### config.mk
export PLATFORM = sky130hd
export DESIGN_NAME = orre_execute
export DESIGN_NICKNAME = d
export VERILOG_FILES = /design/src/orre_execute.v
export VERILOG_INCLUDE_DIRS = /design/src
export SDC_FILE = /design/constraint.sdc
export NUM_CORES = 1
export LEC_CHECK = 0
export ABC_CLOCK_PERIOD_IN_PS = 1700
export BUFFER_PORTS_ARGS = -buffer_cell sky130_fd_sc_hd__buf_2
export CAP_MARGIN = 0
export CORE_MARGIN = 4
export CORE_UTILIZATION = 40
export CTS_BUF_LIST = sky130_fd_sc_hd__clkbuf_16
export CTS_CLUSTER_SIZE = 30
export DETAILED_ROUTE_END_ITERATION = 10
export GPL_TIMING_DRIVEN = 0
export PLACE_DENSITY = 0.69
export SLEW_MARGIN = 15
export SYNTH_ARGS = -nofsm -noshare
export SYNTH_HDL_FRONTEND = slang
export SYNTH_SLANG_ARGS = --single-unit
### constraint.sdc
create_clock -name clock -period 1.7 [get_ports clock]
set_clock_uncertainty 0.15 [all_clocks]
set_input_delay 0.34 -clock clock [delete_from_list [all_inputs] [get_ports clock]]
set_output_delay 0.34 -clock clock [all_outputs]
set_load 0.01 [all_outputs]
### src/orre_exec_map.vh
// Opcodes, field positions and reset values of the OR/rotate/return unit
`ifndef ORRE_EXEC_MAP_VH
`define ORRE_EXEC_MAP_VH

// ============================================================
// Instruction word layout
`define ORRE_WORD_W        16
`define ORRE_OP8_HI        15
`define ORRE_OP8_LO        8
`define ORRE_OP9_HI        15
`define ORRE_OP9_LO        7
`define ORRE_IMM_HI        7
`define ORRE_IMM_LO        4
`define ORRE_WSEL_HI       3
`define ORRE_WSEL_LO       0
`define ORRE_ADDR_HI       6
`define ORRE_ADDR_LO       0

// ============================================================
// Opcode patterns
`define ORRE_OP8_OR_ACC    8'h3E
`define ORRE_OP8_OR_WB     8'h3F
`define ORRE_OP9_OR_MEM_WB 9'h076
`define ORRE_OP9_ROT_LEFT  9'h099
`define ORRE_OP9_ROT_RIGHT 9'h09B
`define ORRE_RETURN_WORD   16'h0100

// ============================================================
// Nibble bit positions and reset values
`define ORRE_NIB_MSB       3
`define ORRE_NIB_LSB       0
`define ORRE_NIB_ZERO      4'h0
`define ORRE_ACC_RESET     4'h0
`define ORRE_PC_RESET      11'h000
`define ORRE_ADDR_RESET    7'h00
`define ORRE_WSEL_RESET    4'h0
`define ORRE_FLAG_RESET    1'b0

`endif

### src/orre_execute.v
// Decode and execute unit for OR, rotate-through-carry and return
//
// Behaviour
// - Top byte 00111110 decodes OR immediate into accumulator
// - Accumulator gets register OR immediate; register kept
// - Top nine bits 001110110 decode OR memory write-back
// - Memory OR accumulator goes to memory and accumulator
// - Register OR immediate to register and accumulator
// - Top nine bits 010011001 decode rotate left
// - Rotate left through carry, write memory and accumulator
// - Top nine bits 010011011 decode rotate right
// - Rotate right through carry, write memory and accumulator
// - Fixed return word executes in one cycle
// - Return reloads all program counter bits from stack
`timescale 1ns/100ps
`include "orre_exec_map.vh"

module orre_execute #(
    parameter PC_W   = 11,
    parameter ADDR_W = 7,
    parameter NIB_W  = 4
) (
    input  wire              clock,
    input  wire              rst_n,
    input  wire              clock_enable,
    input  wire              instr_valid,
    input  wire [15:0]       instr_word,
    input  wire [NIB_W-1:0]  mem_read_data,
    input  wire [NIB_W-1:0]  work_read_data,
    input  wire [PC_W-1:0]   stack_top,
    output reg  [ADDR_W-1:0] mem_address,
    output reg               mem_write_enable,
    output reg  [NIB_W-1:0]  mem_write_data,
    output reg  [3:0]        work_select,
    output reg               work_write_enable,
    output reg  [NIB_W-1:0]  work_write_data,
    output reg  [NIB_W-1:0]  accumulator,
    output reg               carry_flag,
    output reg               zero_flag,
    output reg  [PC_W-1:0]   program_counter,
    output reg               pc_load,
    output reg               stack_pop,
    output reg               instr_done,
    output reg               instr_unknown
);

    // ============================================================
    // One-hot operation codes
    localparam [6:0] OP_NONE   = 7'h01;
    localparam [6:0] OP_OR_ACC = 7'h02;
    localparam [6:0] OP_OR_WB  = 7'h04;
    localparam [6:0] OP_OR_MEM = 7'h08;
    localparam [6:0] OP_ROT_L  = 7'h10;
    localparam [6:0] OP_ROT_R  = 7'h20;
    localparam [6:0] OP_RETURN = 7'h40;

    // ============================================================
    // Opcode field slices
    function [7:0] top_byte;
        input [15:0] word;
        begin
            top_byte = word[`ORRE_OP8_HI:`ORRE_OP8_LO];
        end
    endfunction

    function [8:0] top_nine;
        input [15:0] word;
        begin
            top_nine = word[`ORRE_OP9_HI:`ORRE_OP9_LO];
        end
    endfunction

    // ============================================================
    // Decoder
    // Return is checked first: its full word is fixed, so no
    // operand field can alias it into another pattern.
    function [6:0] decode_op;
        input [15:0] word;
        begin
            if (word == `ORRE_RETURN_WORD) begin
                decode_op = OP_RETURN;
            end else if (top_byte(word) == `ORRE_OP8_OR_ACC) begin
                decode_op = OP_OR_ACC;
            end else if (top_byte(word) == `ORRE_OP8_OR_WB) begin
                decode_op = OP_OR_WB;
            end else if (top_nine(word) == `ORRE_OP9_OR_MEM_WB) begin
                decode_op = OP_OR_MEM;
            end else if (top_nine(word) == `ORRE_OP9_ROT_LEFT) begin
                decode_op = OP_ROT_L;
            end else if (top_nine(word) == `ORRE_OP9_ROT_RIGHT) begin
                decode_op = OP_ROT_R;
            end else begin
                decode_op = OP_NONE;
            end
        end
    endfunction

    function is_zero;
        input [NIB_W-1:0] value;
        begin
            is_zero = (value == `ORRE_NIB_ZERO);
        end
    endfunction

    // ============================================================
    // Field extraction
    wire [6:0]        op_code;
    wire              is_return;
    wire [NIB_W-1:0]  immediate_field;
    wire [3:0]        working_register_select;
    wire [ADDR_W-1:0] memory_address_field;

    assign op_code         = decode_op(instr_word);
    assign is_return       = (instr_word == `ORRE_RETURN_WORD);
    assign immediate_field = instr_word[`ORRE_IMM_HI:`ORRE_IMM_LO];
    assign working_register_select =
        instr_word[`ORRE_WSEL_HI:`ORRE_WSEL_LO];
    assign memory_address_field =
        instr_word[`ORRE_ADDR_HI:`ORRE_ADDR_LO];

    // ============================================================
    // Operand networks
    // Rotates are built a bit at a time so the carry entry points
    // follow NIB_W; the carry exit bits are the fixed ORRE_NIB_MSB and ORRE_NIB_LSB.
    wire [NIB_W-1:0] or_immediate_result;
    wire [NIB_W-1:0] or_memory_result;
    wire [NIB_W-1:0] rotate_left_result;
    wire [NIB_W-1:0] rotate_right_result;

    assign or_immediate_result = work_read_data | immediate_field;
    assign or_memory_result    = mem_read_data | accumulator;

    genvar bit_index;
    generate
        for (bit_index = 0; bit_index < NIB_W;
             bit_index = bit_index + 1) begin : g_rotate
            if (bit_index == `ORRE_NIB_LSB) begin : g_left_in
                assign rotate_left_result[bit_index] = carry_flag;
            end else begin : g_left_shift
                assign rotate_left_result[bit_index] =
                    mem_read_data[bit_index-1];
            end
            if (bit_index == NIB_W-1) begin : g_right_in
                assign rotate_right_result[bit_index] = carry_flag;
            end else begin : g_right_shift
                assign rotate_right_result[bit_index] =
                    mem_read_data[bit_index+1];
            end
        end
    endgenerate

    // ============================================================
    // Result computation
    reg [NIB_W-1:0] next_result;
    reg             next_carry;
    reg             next_acc_we;
    reg             next_mem_we;
    reg             next_work_we;
    reg             next_flags_we;
    reg             next_carry_we;
    reg             next_unknown;

    always @* begin
        next_result   = `ORRE_NIB_ZERO;
        next_carry    = carry_flag;
        next_acc_we   = 1'b0;
        next_mem_we   = 1'b0;
        next_work_we  = 1'b0;
        next_flags_we = 1'b0;
        next_carry_we = 1'b0;
        next_unknown  = 1'b0;
        if (!is_return) begin
            case (op_code)
                OP_OR_ACC: begin
                    // Register left alone, only accumulator and zero flag written
                    next_result   = or_immediate_result;
                    next_acc_we   = 1'b1;
                    next_flags_we = 1'b1;
                end
                OP_OR_WB: begin
                    // Same fields as the accumulator-only form
                    next_result   = or_immediate_result;
                    next_acc_we   = 1'b1;
                    next_work_we  = 1'b1;
                    next_flags_we = 1'b1;
                end
                OP_OR_MEM: begin
                    next_result   = or_memory_result;
                    next_acc_we   = 1'b1;
                    next_mem_we   = 1'b1;
                    next_flags_we = 1'b1;
                end
                OP_ROT_L: begin
                    next_result   = rotate_left_result;
                    next_carry    = mem_read_data[`ORRE_NIB_MSB];
                    next_acc_we   = 1'b1;
                    next_mem_we   = 1'b1;
                    next_flags_we = 1'b1;
                    next_carry_we = 1'b1;
                end
                OP_ROT_R: begin
                    next_result   = rotate_right_result;
                    next_carry    = mem_read_data[`ORRE_NIB_LSB];
                    next_acc_we   = 1'b1;
                    next_mem_we   = 1'b1;
                    next_flags_we = 1'b1;
                    next_carry_we = 1'b1;
                end
                OP_NONE: begin
                    // Outside this unit's set: flag it, touch no state
                    next_unknown = 1'b1;
                end
                default: begin
                    next_unknown = 1'b1;
                end
            endcase
        end
    end

    // A word offered while the enable is low is not taken; the
    // sender must hold it until an enabled edge.
    wire step;
    assign step = clock_enable && instr_valid;

    // ============================================================
    // Architectural state: accumulator and flags
    always @(posedge clock or negedge rst_n) begin
        if (!rst_n) begin
            accumulator <= `ORRE_ACC_RESET;
            carry_flag  <= `ORRE_FLAG_RESET;
            zero_flag   <= `ORRE_FLAG_RESET;
        end else if (step) begin
            if (next_acc_we) begin
                accumulator <= next_result;
            end
            if (next_carry_we) begin
                carry_flag <= next_carry;
            end
            if (next_flags_we) begin
                zero_flag <= is_zero(next_result);
            end
        end
    end

    // ============================================================
    // Program counter and return stack
    // The counter here only mirrors the restored address; the
    // sequencer elsewhere takes it on pc_load.
    always @(posedge clock or negedge rst_n) begin
        if (!rst_n) begin
            program_counter <= `ORRE_PC_RESET;
            pc_load         <= 1'b0;
            stack_pop       <= 1'b0;
        end else if (clock_enable) begin
            pc_load   <= step && is_return;
            stack_pop <= step && is_return;
            if (step && is_return) begin
                program_counter <= stack_top;
            end
        end
    end

    // ============================================================
    // Write-back ports to data memory and working registers
    always @(posedge clock or negedge rst_n) begin
        if (!rst_n) begin
            mem_address       <= `ORRE_ADDR_RESET;
            mem_write_enable  <= 1'b0;
            mem_write_data    <= `ORRE_NIB_ZERO;
            work_select       <= `ORRE_WSEL_RESET;
            work_write_enable <= 1'b0;
            work_write_data   <= `ORRE_NIB_ZERO;
        end else if (clock_enable) begin
            mem_write_enable  <= step && next_mem_we;
            work_write_enable <= step && next_work_we;
            if (step && next_mem_we) begin
                mem_address    <= memory_address_field;
                mem_write_data <= next_result;
            end
            if (step && next_work_we) begin
                work_select     <= working_register_select;
                work_write_data <= next_result;
            end
        end
    end

    // ============================================================
    // Completion status
    always @(posedge clock or negedge rst_n) begin
        if (!rst_n) begin
            instr_done    <= 1'b0;
            instr_unknown <= 1'b0;
        end else if (clock_enable) begin
            // Every decoded instruction finishes in its own cycle
            instr_done    <= step && !next_unknown;
            instr_unknown <= step && next_unknown;
        end
    end

endmodule // orre_execute

Word-level counts from Yosys, hierarchy flattened. Cells that the tools add are included. Widths: inputs -> output; s select.

Mux-type cells: 19. Bitwise gates (word level): 3. Reductions and logical operators: 18. Eq/ne operators: 11.

Operator list (count): $mux 6 (5); $eq 9x8->1 const B (2); $eq 16x9->1 const B (1); $eq 8x6->1 const B (2); $pmux 4 s4 (1); $mux 1 (10); $eq 9x7->1 const B (1); $or 4x4->4 (2); $reduce_and 2->1 (4); $eq 7x2->1 const B (1); $eq 7x3->1 const B (1); $eq 7x4->1 const B (1); $eq 7x5->1 const B (1); $eq 7x6->1 const B (1); $mux 7 (1); $logic_and 1x1->1 (6); $reduce_or 5->1 (1); $logic_not 4->1 (1); $mux 4 (1); $reduce_and 4->1 (1); $reduce_or 2->1 (2); $reduce_or 3->1 (1); $pmux 1 s2 (1); $reduce_bool 2->1 (1); 2 further kinds (2).

Word-level logic and storage cells: 64. Input port bits: 39. Bits in registers: 41.

Logic depth before layout (Yosys ltp). Gate-level depths: netlist of run 1.

Word-level depth: 13. Mapped depth: 7. Gate-level depth less buffers: 5.

Worst setup path after synthesis of run 1. Ideal clock, no wire load.

Path kind: input to register. Start point: input instr_word[8]. End point: register program_counter[0]. Buffers on the path: 2. Setup slack: -0.315 ns. Library setup time: 0.125 ns. Cell stages on the path: 7. Arrival: 1.740 ns. Required time: 1.425 ns. Cell sequence: buf_4 or4b_1 nor3_2 nand3_2 nor2_2 buf_6 mux2_4.

Word-level cells in the longest chain between the ends: 3.

Ends and longest elaborated chain: start: declaration (line orre_execute.v:27) `input wire [15:0] instr_word,`; $eq 16x9->1 (no line); $logic_and 1x1->1 (line orre_execute.v:257) `if (step && is_return) begin`; $reduce_and 2->1 (no line); end signal: assignment (line orre_execute.v:251) `` program_counter <= `ORRE_PC_RESET; ``; end signal: assignment (line orre_execute.v:258) `program_counter <= stack_top;`; end: declaration (line orre_execute.v:40) `output reg [PC_W-1:0] program_counter,`.

No other way between the ends. A chain may end at the register's enable or synchronous reset.

Worst setup path after layout of run 1.
Start point: input instr_word[5]. End point: register program_counter[4].

Same word-level chain as after synthesis.

==> run_results.csv, run 1 <==
group,metric,value,unit
placement,place_ws,-0.5861,ns
die,rows,24,
placement,placed_area,2391,um2
setup_path,worstPathArrival,1.84,ns
grt,grt_max_degree,42,
clock_tree,clk_latency,0.28,ns
sta,timing.fmax,545.2,MHz
route,detail_route.wirelength,5222,um
sta,grt_setup_unrepaired,"true",
die,coreArea,4474,um2
grt,antenna_found_initial,0,
finish,area_delta_synth_final,54.65,%
job,drv_cap,0,
setup_path,crit_required,1.71,ns
setup_path,r2r_setup_slack,0.10,ns
sta,hold_viol,0,
sta,period_needed,1.834,ns
finish,utilization,65.52,%
finish,n_antenna_cell,0,
setup_path,crit_start,"instr_word[5]",
setup_path,slowest_stage,"or4b_4",
pwr,peakVddDrop,446.7,uV
status,outcome,"finished with violations",
synthesis,synthDistinctLibCells,34,
grt,grt_pass1_wl,8190,um
placement,gp_congestion,0.8452,
route,drc_errors,0,
finish,nets,298,
setup_path,worstPathCellList,"buf_8 -> or4b_4 -> nor3_4 -> nand3_2 -> nor2_4 -> buf_6 -> mux2_4",
route,antenna_left,0,
clock_tree,cts_buffers,5,
status,violations,"negative setup slack",
route,dr.first_iter.drc_count,88,
clock_tree,tritoncts,"built",
synthesis,yosysSeqAreaShare,54.13,%
synthesis,synth_fp_nets,194,
route,routed_via_density,5.279,
die,dieHeight,76.84,um
finish,drive_above_1_share,63.85,%
setup_path,r2r_start,"carry_flag",
sta,relSlewSlack,39.22,%
sta,setup_ws,-0.1343,ns
finish,fin_area,2932,um2
route,post_drt_wl_per_cell,16.74,um
die,io_pins,81,
placement,port_buffers,78,
pwr,finalPower,2.467,mW
sta,slew_violations,0,
sta,fin_crit_sh,107.9,%
setup_path,path_buf_inv,2,
setup_path,criticalPathCategory,"in -> reg",
pwr,leakage,1.542,nW
synthesis,syn_area,1896,um2
pwr,p_per_area,841.4,nW/um2
grt,overflow,0,
setup_path,path_max_fanout,5,
synthesis,yosysWarnings,0,
die,start_util,42.37,%
synthesis,ys_ff_latch,41,
worst_hold_path,hold_class,"in -> async",
clock_tree,cts_hold_buf,0,
setup_path,setup.worst_path.end_class,"flop",
synthesis,postSynthAreaPerCell,12.23,um2
synthesis,ys.flop_type,"dfrtp_1",
die,dieArea,5904,um2
grt,track_usage,17.48,%
synthesis,async_flop_share,100.0,%
setup_path,cpPeakStageDelay,0.55,ns
synthesis,synth_edf_count,0,
grt,first_global_vias,1638,
route,vias,1647,
clock_tree,cts.clk_slew.worst_paths,0.06,ns
die,die_w,76.84,um
placement,detailed_place_hpwl,3484,um
clock_tree,clockBufferDepth,2,
sta,max_slew.worst_pin.slew,0.9117,ns
route,first_pass_iters,4,
clock_tree,root_buffer,"clkbuf_16",
setup_path,start_kind,"input port",
setup_path,cpLargestDelayFamily,"simple AND/OR/NAND/NOR gates",
clock_tree,clock-sinks,41,
synthesis,netlist_instances,155,
sta,final-setup-viol-count,20,
clock_tree,htree_levels,2,
-- cells in the mapped netlist (2+ instances only) --
cell | instances | area, um2
nor3_2 | 2 | 20.02
nand3_1 | 2 | 10.01
or3_1 | 2 | 12.51
a211oi_1 | 3 | 22.52
mux2_4 | 11 | 165.2
dfrtp_1 | 41 | 1026
nor3_1 | 4 | 20.02
buf_6 | 2 | 22.52
nor4_1 | 4 | 25.02
inv_1 | 5 | 18.77
nand4_1 | 2 | 12.51
mux2_2 | 16 | 180.2
buf_2 | 2 | 10.01
o21ai_0 | 15 | 75.07
buf_4 | 2 | 15.01
nor2_1 | 9 | 33.78
nand2_1 | 15 | 56.30
o22ai_1 | 2 | 12.51
-- report_power, final --
group	switching, mW	internal [mW]	total, mW
Combinational	0.123	0.110	0.233
Sequential	0.0186	1.00	1.02
Clock	0.376	0.838	1.21
Total	0.517	1.95	2.47
-- repair_timing --
item	in CTS	in global routing
pin swaps	9	10
gates resized for setup	26	18
hold endpoints to repair	0	0
buffers inserted	7	10
gates cloned	2	0
endpoints found under the setup margin	35	33
-- routing by layer --
| metal | up-vias | global-route usage (%) | routed length, um |
|---|---|---|---|
| met1 | 786 | 22.27 | 2188 |
| li1 | 767 | - | - |
| met2 | 84 | 27.00 | 2495 |
| met4 | 0 | 7.428 | 92 |
| met3 | 10 | 5.972 | 446 |
| met5 | - | 0 | 0 |
-- worst register-to-register path, delay by kind of cell (launching register included) --
family | cells | cell delay, ns
AOI/OAI and AO/OA | 2 | 0.51
DFF | 1 | 0.40
muxes | 1 | 0.30
and+or+nand+nor | 1 | 0.17
-- cell type report --
class | instances | area, um2
Sequential cell | 41 | 1026
Tap cell | 52 | 65.06
Multi-Input combinational cell | 102 | 968.4
Inverter | 5 | 18.77
Fill cell | 347 | 1543
Buffer | 7 | 66.31
Clock buffer | 5 | 125.1
Timing Repair Buffer | 97 | 596.8
Clock inverter | 3 | 65.06
-- path summary, 6_finish.rpt --
kind | endpoint | depth (start not counted)
hold reg to reg | mem_write_data[3] | 2
hold / removal | program_counter[9] | 1
setup reg to reg | zero_flag | 4
setup / recovery | program_counter[4] | 7
max in group asynchronous | work_select[3] | 1
min in group clock | program_counter[6] | 2
-- cells by family (layout without fill, tap and decap cells) --
logic type	Yosys count	after routing	synth area share, %
flip-flops	41	41	54.13
AND/OR/NAND/NOR	50	50	15.18
AO/OA/AOI/OAI	24	24	8.185
buffers and inverters	12	117	3.696
multiplexers	28	28	18.81
-- sequential cells by signal, summed over array words and instances (netlist names), 4 cells and up --
register         count
work_write_data      4
program_counter     11
work_select          4
mem_address          7
mem_write_data       4
accumulator          4
-- layout by cell type (no fill, tap or decap), types with 3 or more instances in the layout --
cell and instances:
o21ai_0 10, buf_2 75, clkbuf_16 5, nand2_1 12, inv_1 5, nor2_1 9, nor3_1 4, dfrtp_1 41
buf_6 12, buf_4 13, mux2_2 16, o21ai_1 3, mux2_4 12
-- metrics by stage --
stage / instances / hold WS (ns) / setup TNS (ns)
floorplan: 155 / -0.1056 / -4.954
global placement: 285 / 0.3080 / -15.50
detailed placement: 285 / 0.3225 / -16.14
CTS: 302 / 0.06981 / -3.564
global route: 312 / 0.1113 / -2.326
finish: 312 / 0.03806 / -1.565
Power figures use the tool's default switching activity.
==> run 2: changes to the inputs <==
Settings changed: BUFFER_PORTS_ARGS -buffer_cell sky130_fd_sc_hd__buf_2 to -buffer_cell sky130_fd_sc_hd__buf_4, SLEW_MARGIN 15 to unset.
==> run_results.csv, run 2 (same netlist as run 1, synthesis figures left out) <==
group,metric,value,unit
setup_path,criticalPathCategory,"in -> reg",
finish,fin_area,3020,um2
pwr,p_clk_share,44.7,%
clock_tree,clock-sinks,41,
grt,antenna_found_initial,0,
route,antenna_left,0,
sta,setup_ws,-0.1347,ns
finish,utilization,67.51,%
pwr,p_per_area,765.7,nW/um2
sta,grt_setup_unrepaired,"true",
setup_path,worstPathArrival,1.85,ns
finish,area_delta_synth_final,59.34,%
job,drv_cap,0,
pwr,p_comb_share,11.1,%
finish,reg.largest.list,"program_counter (11), mem_address (7)",
setup_path,worst_r2r_path_depth,4,
route,first_pass_iters,4,
status,outcome,"finished with violations",
clock_tree,htree_levels,2,
worst_hold_path,worstHoldPathCells,2,
finish,n_antenna_cell,0,
grt,overflow,0,
route,routed_via_density,5.238,
finish,drive_above_1_share,61.35,%
clock_tree,clk_latency,0.28,ns
sta,slew_violations,0,
setup_path,path_max_fanout,5,
clock_tree,tritoncts,"built",
placement,gp_congestion,0.7986,
finish,final_common_cell,"buf_4",
sta,relSlewSlack,63.43,%
route,drc_errors,0,
die,dieArea,5904,um2
finish,regMostFlops,"program_counter",
placement,placed_area,2586,um2
worst_hold_path,hold_class,"in -> reg",
finish,stdcell_count,303,
pwr,peakVddDrop,424.5,uV
clock_tree,clockBufferDepth,2,
die,io_pins,81,
die,rows,24,
sta,hold_viol,0,
pwr,leakage,1.493,nW
grt,grt_pass1_wl,7997,um
placement,detailed_place_hpwl,3495,um
route,dr.first_iter.drc_count,99,
clock_tree,cts.clk_slew.worst_paths,0.06,ns
pwr,p_int,1.820,mW
setup_path,crit_required,1.71,ns
pwr,p_sw,0.4924,mW
die,start_util,42.37,%
sta,fin_crit_sh,107.9,%
sta,final-setup-viol-count,26,
sta,setup_tns,-2.162,ns
route,post_drt_wl_per_cell,16.01,um
die,dieHeight,76.84,um
finish,nets,290,
setup_path,start_kind,"input port",
route,detail_route.wirelength,4850,um
status,violations,"negative setup slack",
sta,max_slew.worst_pin.slew,0.5435,ns
pwr,pwr-share-seq,44.1,%
finish,largest_reg_flops,11,
placement,dp.cells,285,
placement,place_ws,-0.5635,ns
route,vias,1587,
sta,timing.fmax,545.0,MHz
grt,track_usage,16.92,%
grt,grt_max_degree,42,
clock_tree,cts_buffers,5,
placement,port_buffers,78,
die,die_w,76.84,um
setup_path,r2r_setup_slack,0.11,ns
die,coreArea,4474,um2
grt,first_global_vias,1659,
clock_tree,root_buffer,"clkbuf_16",
pwr,swShare,21.29,%
sta,period_needed,1.835,ns
setup_path,setup.worst_path.end_class,"flop",
finish,final_cell_mix,"buf_4, dfrtp_1, mux2_2, mux2_4, buf_6",
run 2: cell count changes in the layout (fill, tap and decap cells not counted), moves of 2 or more:
cell / change
buf_2: -74
buf_4: +66
o21ai_1: +9
o21ai_0: -8
mux2_2: -2
mux2_4: +2
nor4_1: +2
nor4_2: -2
run 2: final cells by class:
type                       instances  area, um2
multi-input combinational        102      965.9
buffer                             7      76.32
fill                             364       1454
tap                               52      65.06
inverter                           5      18.77
clock buffer                       5      125.1
clock inverter                     2      35.03
timing repair buffer              89      708.2
sequential                        41       1026
run 2: final timing paths:
path | from | to
hold reg to reg | work_write_data[0] | work_write_data[0]
hold / removal | stack_top[7] | program_counter[7]
setup / recovery | instr_word[6] | program_counter[5]
setup reg to reg | accumulator[1] | zero_flag
max in group asynchronous | rst_n | work_select[2]
min in group asynchronous | rst_n | program_counter[7]
run 2: layer usage:
layer / wire [um] / track usage, % / vias up
li1: - / - / 748
met1: 2236 / 21.94 / 760
met2: 2173 / 27.00 / 73
met3: 378 / 5.152 / 6
met4: 61 / 5.435 / 0
met5: 0 / 0 / -
run 2: critical path, cell delays in order:
cell,delay (ns)
buf_6,0.09
or4b_4,0.54
nor3_4,0.13
nand3_2,0.12
nor2_4,0.15
buf_6,0.16
mux2_4,0.30
run 2: metrics by stage:
stage	total power [mW]	hold slack, ns
after floorplan	1.116	-0.1056
after global placement	1.264	0.1967
after detailed placement	1.268	0.2049
after CTS	2.320	0.1364
after global routing	2.409	0.1356
final	2.313	0.1415
run 2: power by group through the flow:
stage / clock, mW / sequential, mW / combinational [mW]
6_report: 1.03 / 1.02 / 0.257
5_1_grt: 1.11 / 1.02 / 0.279
4_1_cts: 1.05 / 1.02 / 0.245
3_5_place_dp: 0 / 1.04 / 0.231
3_3_place_gp: 0 / 1.04 / 0.227
2_1_floorplan: 0 / 1.05 / 0.0700
run 2: repair_timing:
action,4_1_cts,5_1_grt
setup buffers,7,2
resized for setup,19,33
hold endpoints to repair,41,0
pin swaps,7,18
endpoints found under the setup margin,35,35
hold buffers,1,0
gates cloned,1,0
==> run 3: changes to the inputs <==
Settings changed: ABC_CLOCK_PERIOD_IN_PS 1700 to 1800, PLACE_DENSITY 0.69 to 0.71.
Clock period 1.7 ns to 1.8 ns, I/O delays scaled along.
==> run_results.csv, run 3 (same netlist as run 1, synthesis figures left out) <==
group,metric,value,unit
die,io_pins,81,
die,rows,24,
setup_path,path_max_fanout,5,
finish,regMostFlops,"program_counter",
pwr,p_comb_share,10.6,%
die,coreArea,4474,um2
clock_tree,clockBufferDepth,2,
setup_path,criticalPathCategory,"in -> reg",
sta,hold_viol,0,
route,vias,1564,
sta,relSlewSlack,65.22,%
setup_path,worstPathArrival,1.86,ns
grt,overflow,0,
finish,nets,289,
route,post_drt_wl_per_cell,15.93,um
setup_path,crit_required,1.81,ns
clock_tree,tritoncts,"built",
route,dr.first_iter.drc_count,42,
clock_tree,clk_latency,0.28,ns
die,dieArea,5904,um2
setup_path,cpLargestDelayFamily,"simple AND/OR/NAND/NOR gates",
route,antenna_left,0,
placement,detailed_place_hpwl,3451,um
worst_hold_path,hold_class,"in -> reg",
route,first_pass_iters,4,
clock_tree,cts_buffers,5,
placement,dp.cells,285,
status,violations,"negative setup slack",
setup_path,critPathMostFrequentCell,"buf_6",
sta,fin_crit_sh,103.1,%
setup_path,worstPathCellList,"buf_6 -> or4b_4 -> nor3_4 -> nand3_2 -> nor2_4 -> buf_6 -> mux2_4",
placement,port_buffers,78,
route,drc_errors,0,
setup_path,setup.worst_path.end_class,"flop",
grt,track_usage,16.52,%
status,outcome,"finished with violations",
pwr,peakVddDrop,403.2,uV
finish,reg.largest.list,"program_counter (11), mem_address (7)",
finish,n_antenna_cell,0,
finish,drive_above_1_share,59.60,%
finish,final_cell_mix,"buf_4, dfrtp_1, mux2_2",
finish,area_delta_synth_final,53.20,%
pwr,p_clk_share,45.0,%
grt,grt_max_degree,42,
sta,setup_tns,-0.5609,ns
finish,largest_reg_flops,11,
pwr,p_sw,0.4587,mW
die,dieHeight,76.84,um
sta,grt_setup_unrepaired,"true",
clock_tree,clock-sinks,41,
finish,final_common_cell,"buf_4",
setup_path,path_buf_inv,2,
setup_path,start_kind,"input port",
clock_tree,cts.clk_slew.worst_paths,0.06,ns
pwr,p_int,1.714,mW
pwr,p_per_area,748.3,nW/um2
sta,timing.fmax,539.1,MHz
clock_tree,root_buffer,"clkbuf_16",
sta,max_slew.worst_pin.slew,0.5186,ns
sta,hold-worst-slack,0.1660,ns
sta,period_needed,1.855,ns
clock_tree,htree_levels,2,
grt,grt_pass1_wl,7921,um
placement,gp_congestion,0.8170,
pwr,pwr-share-seq,44.3,%
die,die_w,76.84,um
sta,slew_violations,0,
sta,setup_ws,-0.05510,ns
finish,stdcell_count,302,
sta,final-setup-viol-count,11,
pwr,swShare,21.11,%
grt,antenna_found_initial,0,
route,routed_via_density,5.179,
setup_path,cpPeakStageDelay,0.54,ns
pwr,leakage,1.458,nW
die,start_util,42.37,%
route,detail_route.wirelength,4811,um
job,drv_cap,0,
setup_path,slowest_stage,"or4b_4",
grt,first_global_vias,1631,
==> run 3: cell count changes in the layout (fill, tap and decap cells not counted), sizes merged <==
cell	delta
clkbuf	+1
buf	-2
==> run 3: power groups by stage <==
stage	logic [mW]	registers [mW]	clock network, mW
after floorplan	0.0661	0.988	0
after global placement	0.215	0.979	0
after detailed placement	0.218	0.979	0
after CTS	0.228	0.963	0.999
after global routing	0.253	0.966	1.03
final	0.231	0.963	0.978
==> run 3: final cells by class <==
class / instances / area [um2]
Buffer: 7 / 66.31
Multi-Input combinational cell: 102 / 889.6
Inverter: 5 / 18.77
Fill cell: 364 / 1570
Tap cell: 52 / 65.06
Timing Repair Buffer: 88 / 678.2
Clock inverter: 2 / 35.03
Clock buffer: 5 / 125.1
Sequential cell: 41 / 1026
==> run 3: what timing repair did <==
item	in CTS	in global routing
hold buffers	1	0
setup endpoints to repair	29	26
endpoints found under the hold margin	41	0
resized for setup	9	8
pin swaps	6	5
buffers inserted	4	4
cloned	1	0
==> run 3: path summary, 6_finish.rpt <==
path,startpoint,endpoint,slack [ns],cells past startpoint
max,instr_word[4],program_counter[0],-0.06,7
min,stack_top[7],program_counter[7],0.17,2
max reg2reg,accumulator[1],zero_flag,0.17,4
min reg2reg,mem_write_data[0],mem_write_data[0],0.34,2
max in group asynchronous,rst_n,work_select[1],0.67,2
min in group asynchronous,rst_n,program_counter[2],0.47,2
==> run 3: routing by layer <==
| layer | up-vias | global-route usage [%] | share of wire, % |
|---|---|---|---|
| met3 | 4 | 4.801 | 7.4 |
| met2 | 64 | 26.66 | 46 |
| li1 | 746 | - | - |
| met4 | 0 | 4.348 | 0.69 |
| met5 | - | 0 | 0 |
| met1 | 750 | 21.74 | 46 |
==> run 3: worst register-to-register path, stage by stage, from the launching register on <==
cell and delay [ns]:
dfrtp_1 0.39, or2_2 0.29, a221oi_2 0.42, nand4_1 0.13, o21ai_0 0.17
==> run 3: per-stage QoR <==
| step | total power [mW] | util (%) | worst slack, ns | cell area (um2) |
|---|---|---|---|---|
| after floorplan | 1.054 | - | -0.2003 | 1936 |
| after global placement | 1.194 | 57.80 | -0.4902 | 2586 |
| after detailed placement | 1.197 | 57.80 | -0.4938 | 2586 |
| after CTS | 2.191 | 63.25 | -0.06955 | 2830 |
| after global routing | 2.253 | 64.90 | -0.1202 | 2904 |
| final | 2.173 | 64.90 | -0.05510 | 2904 |
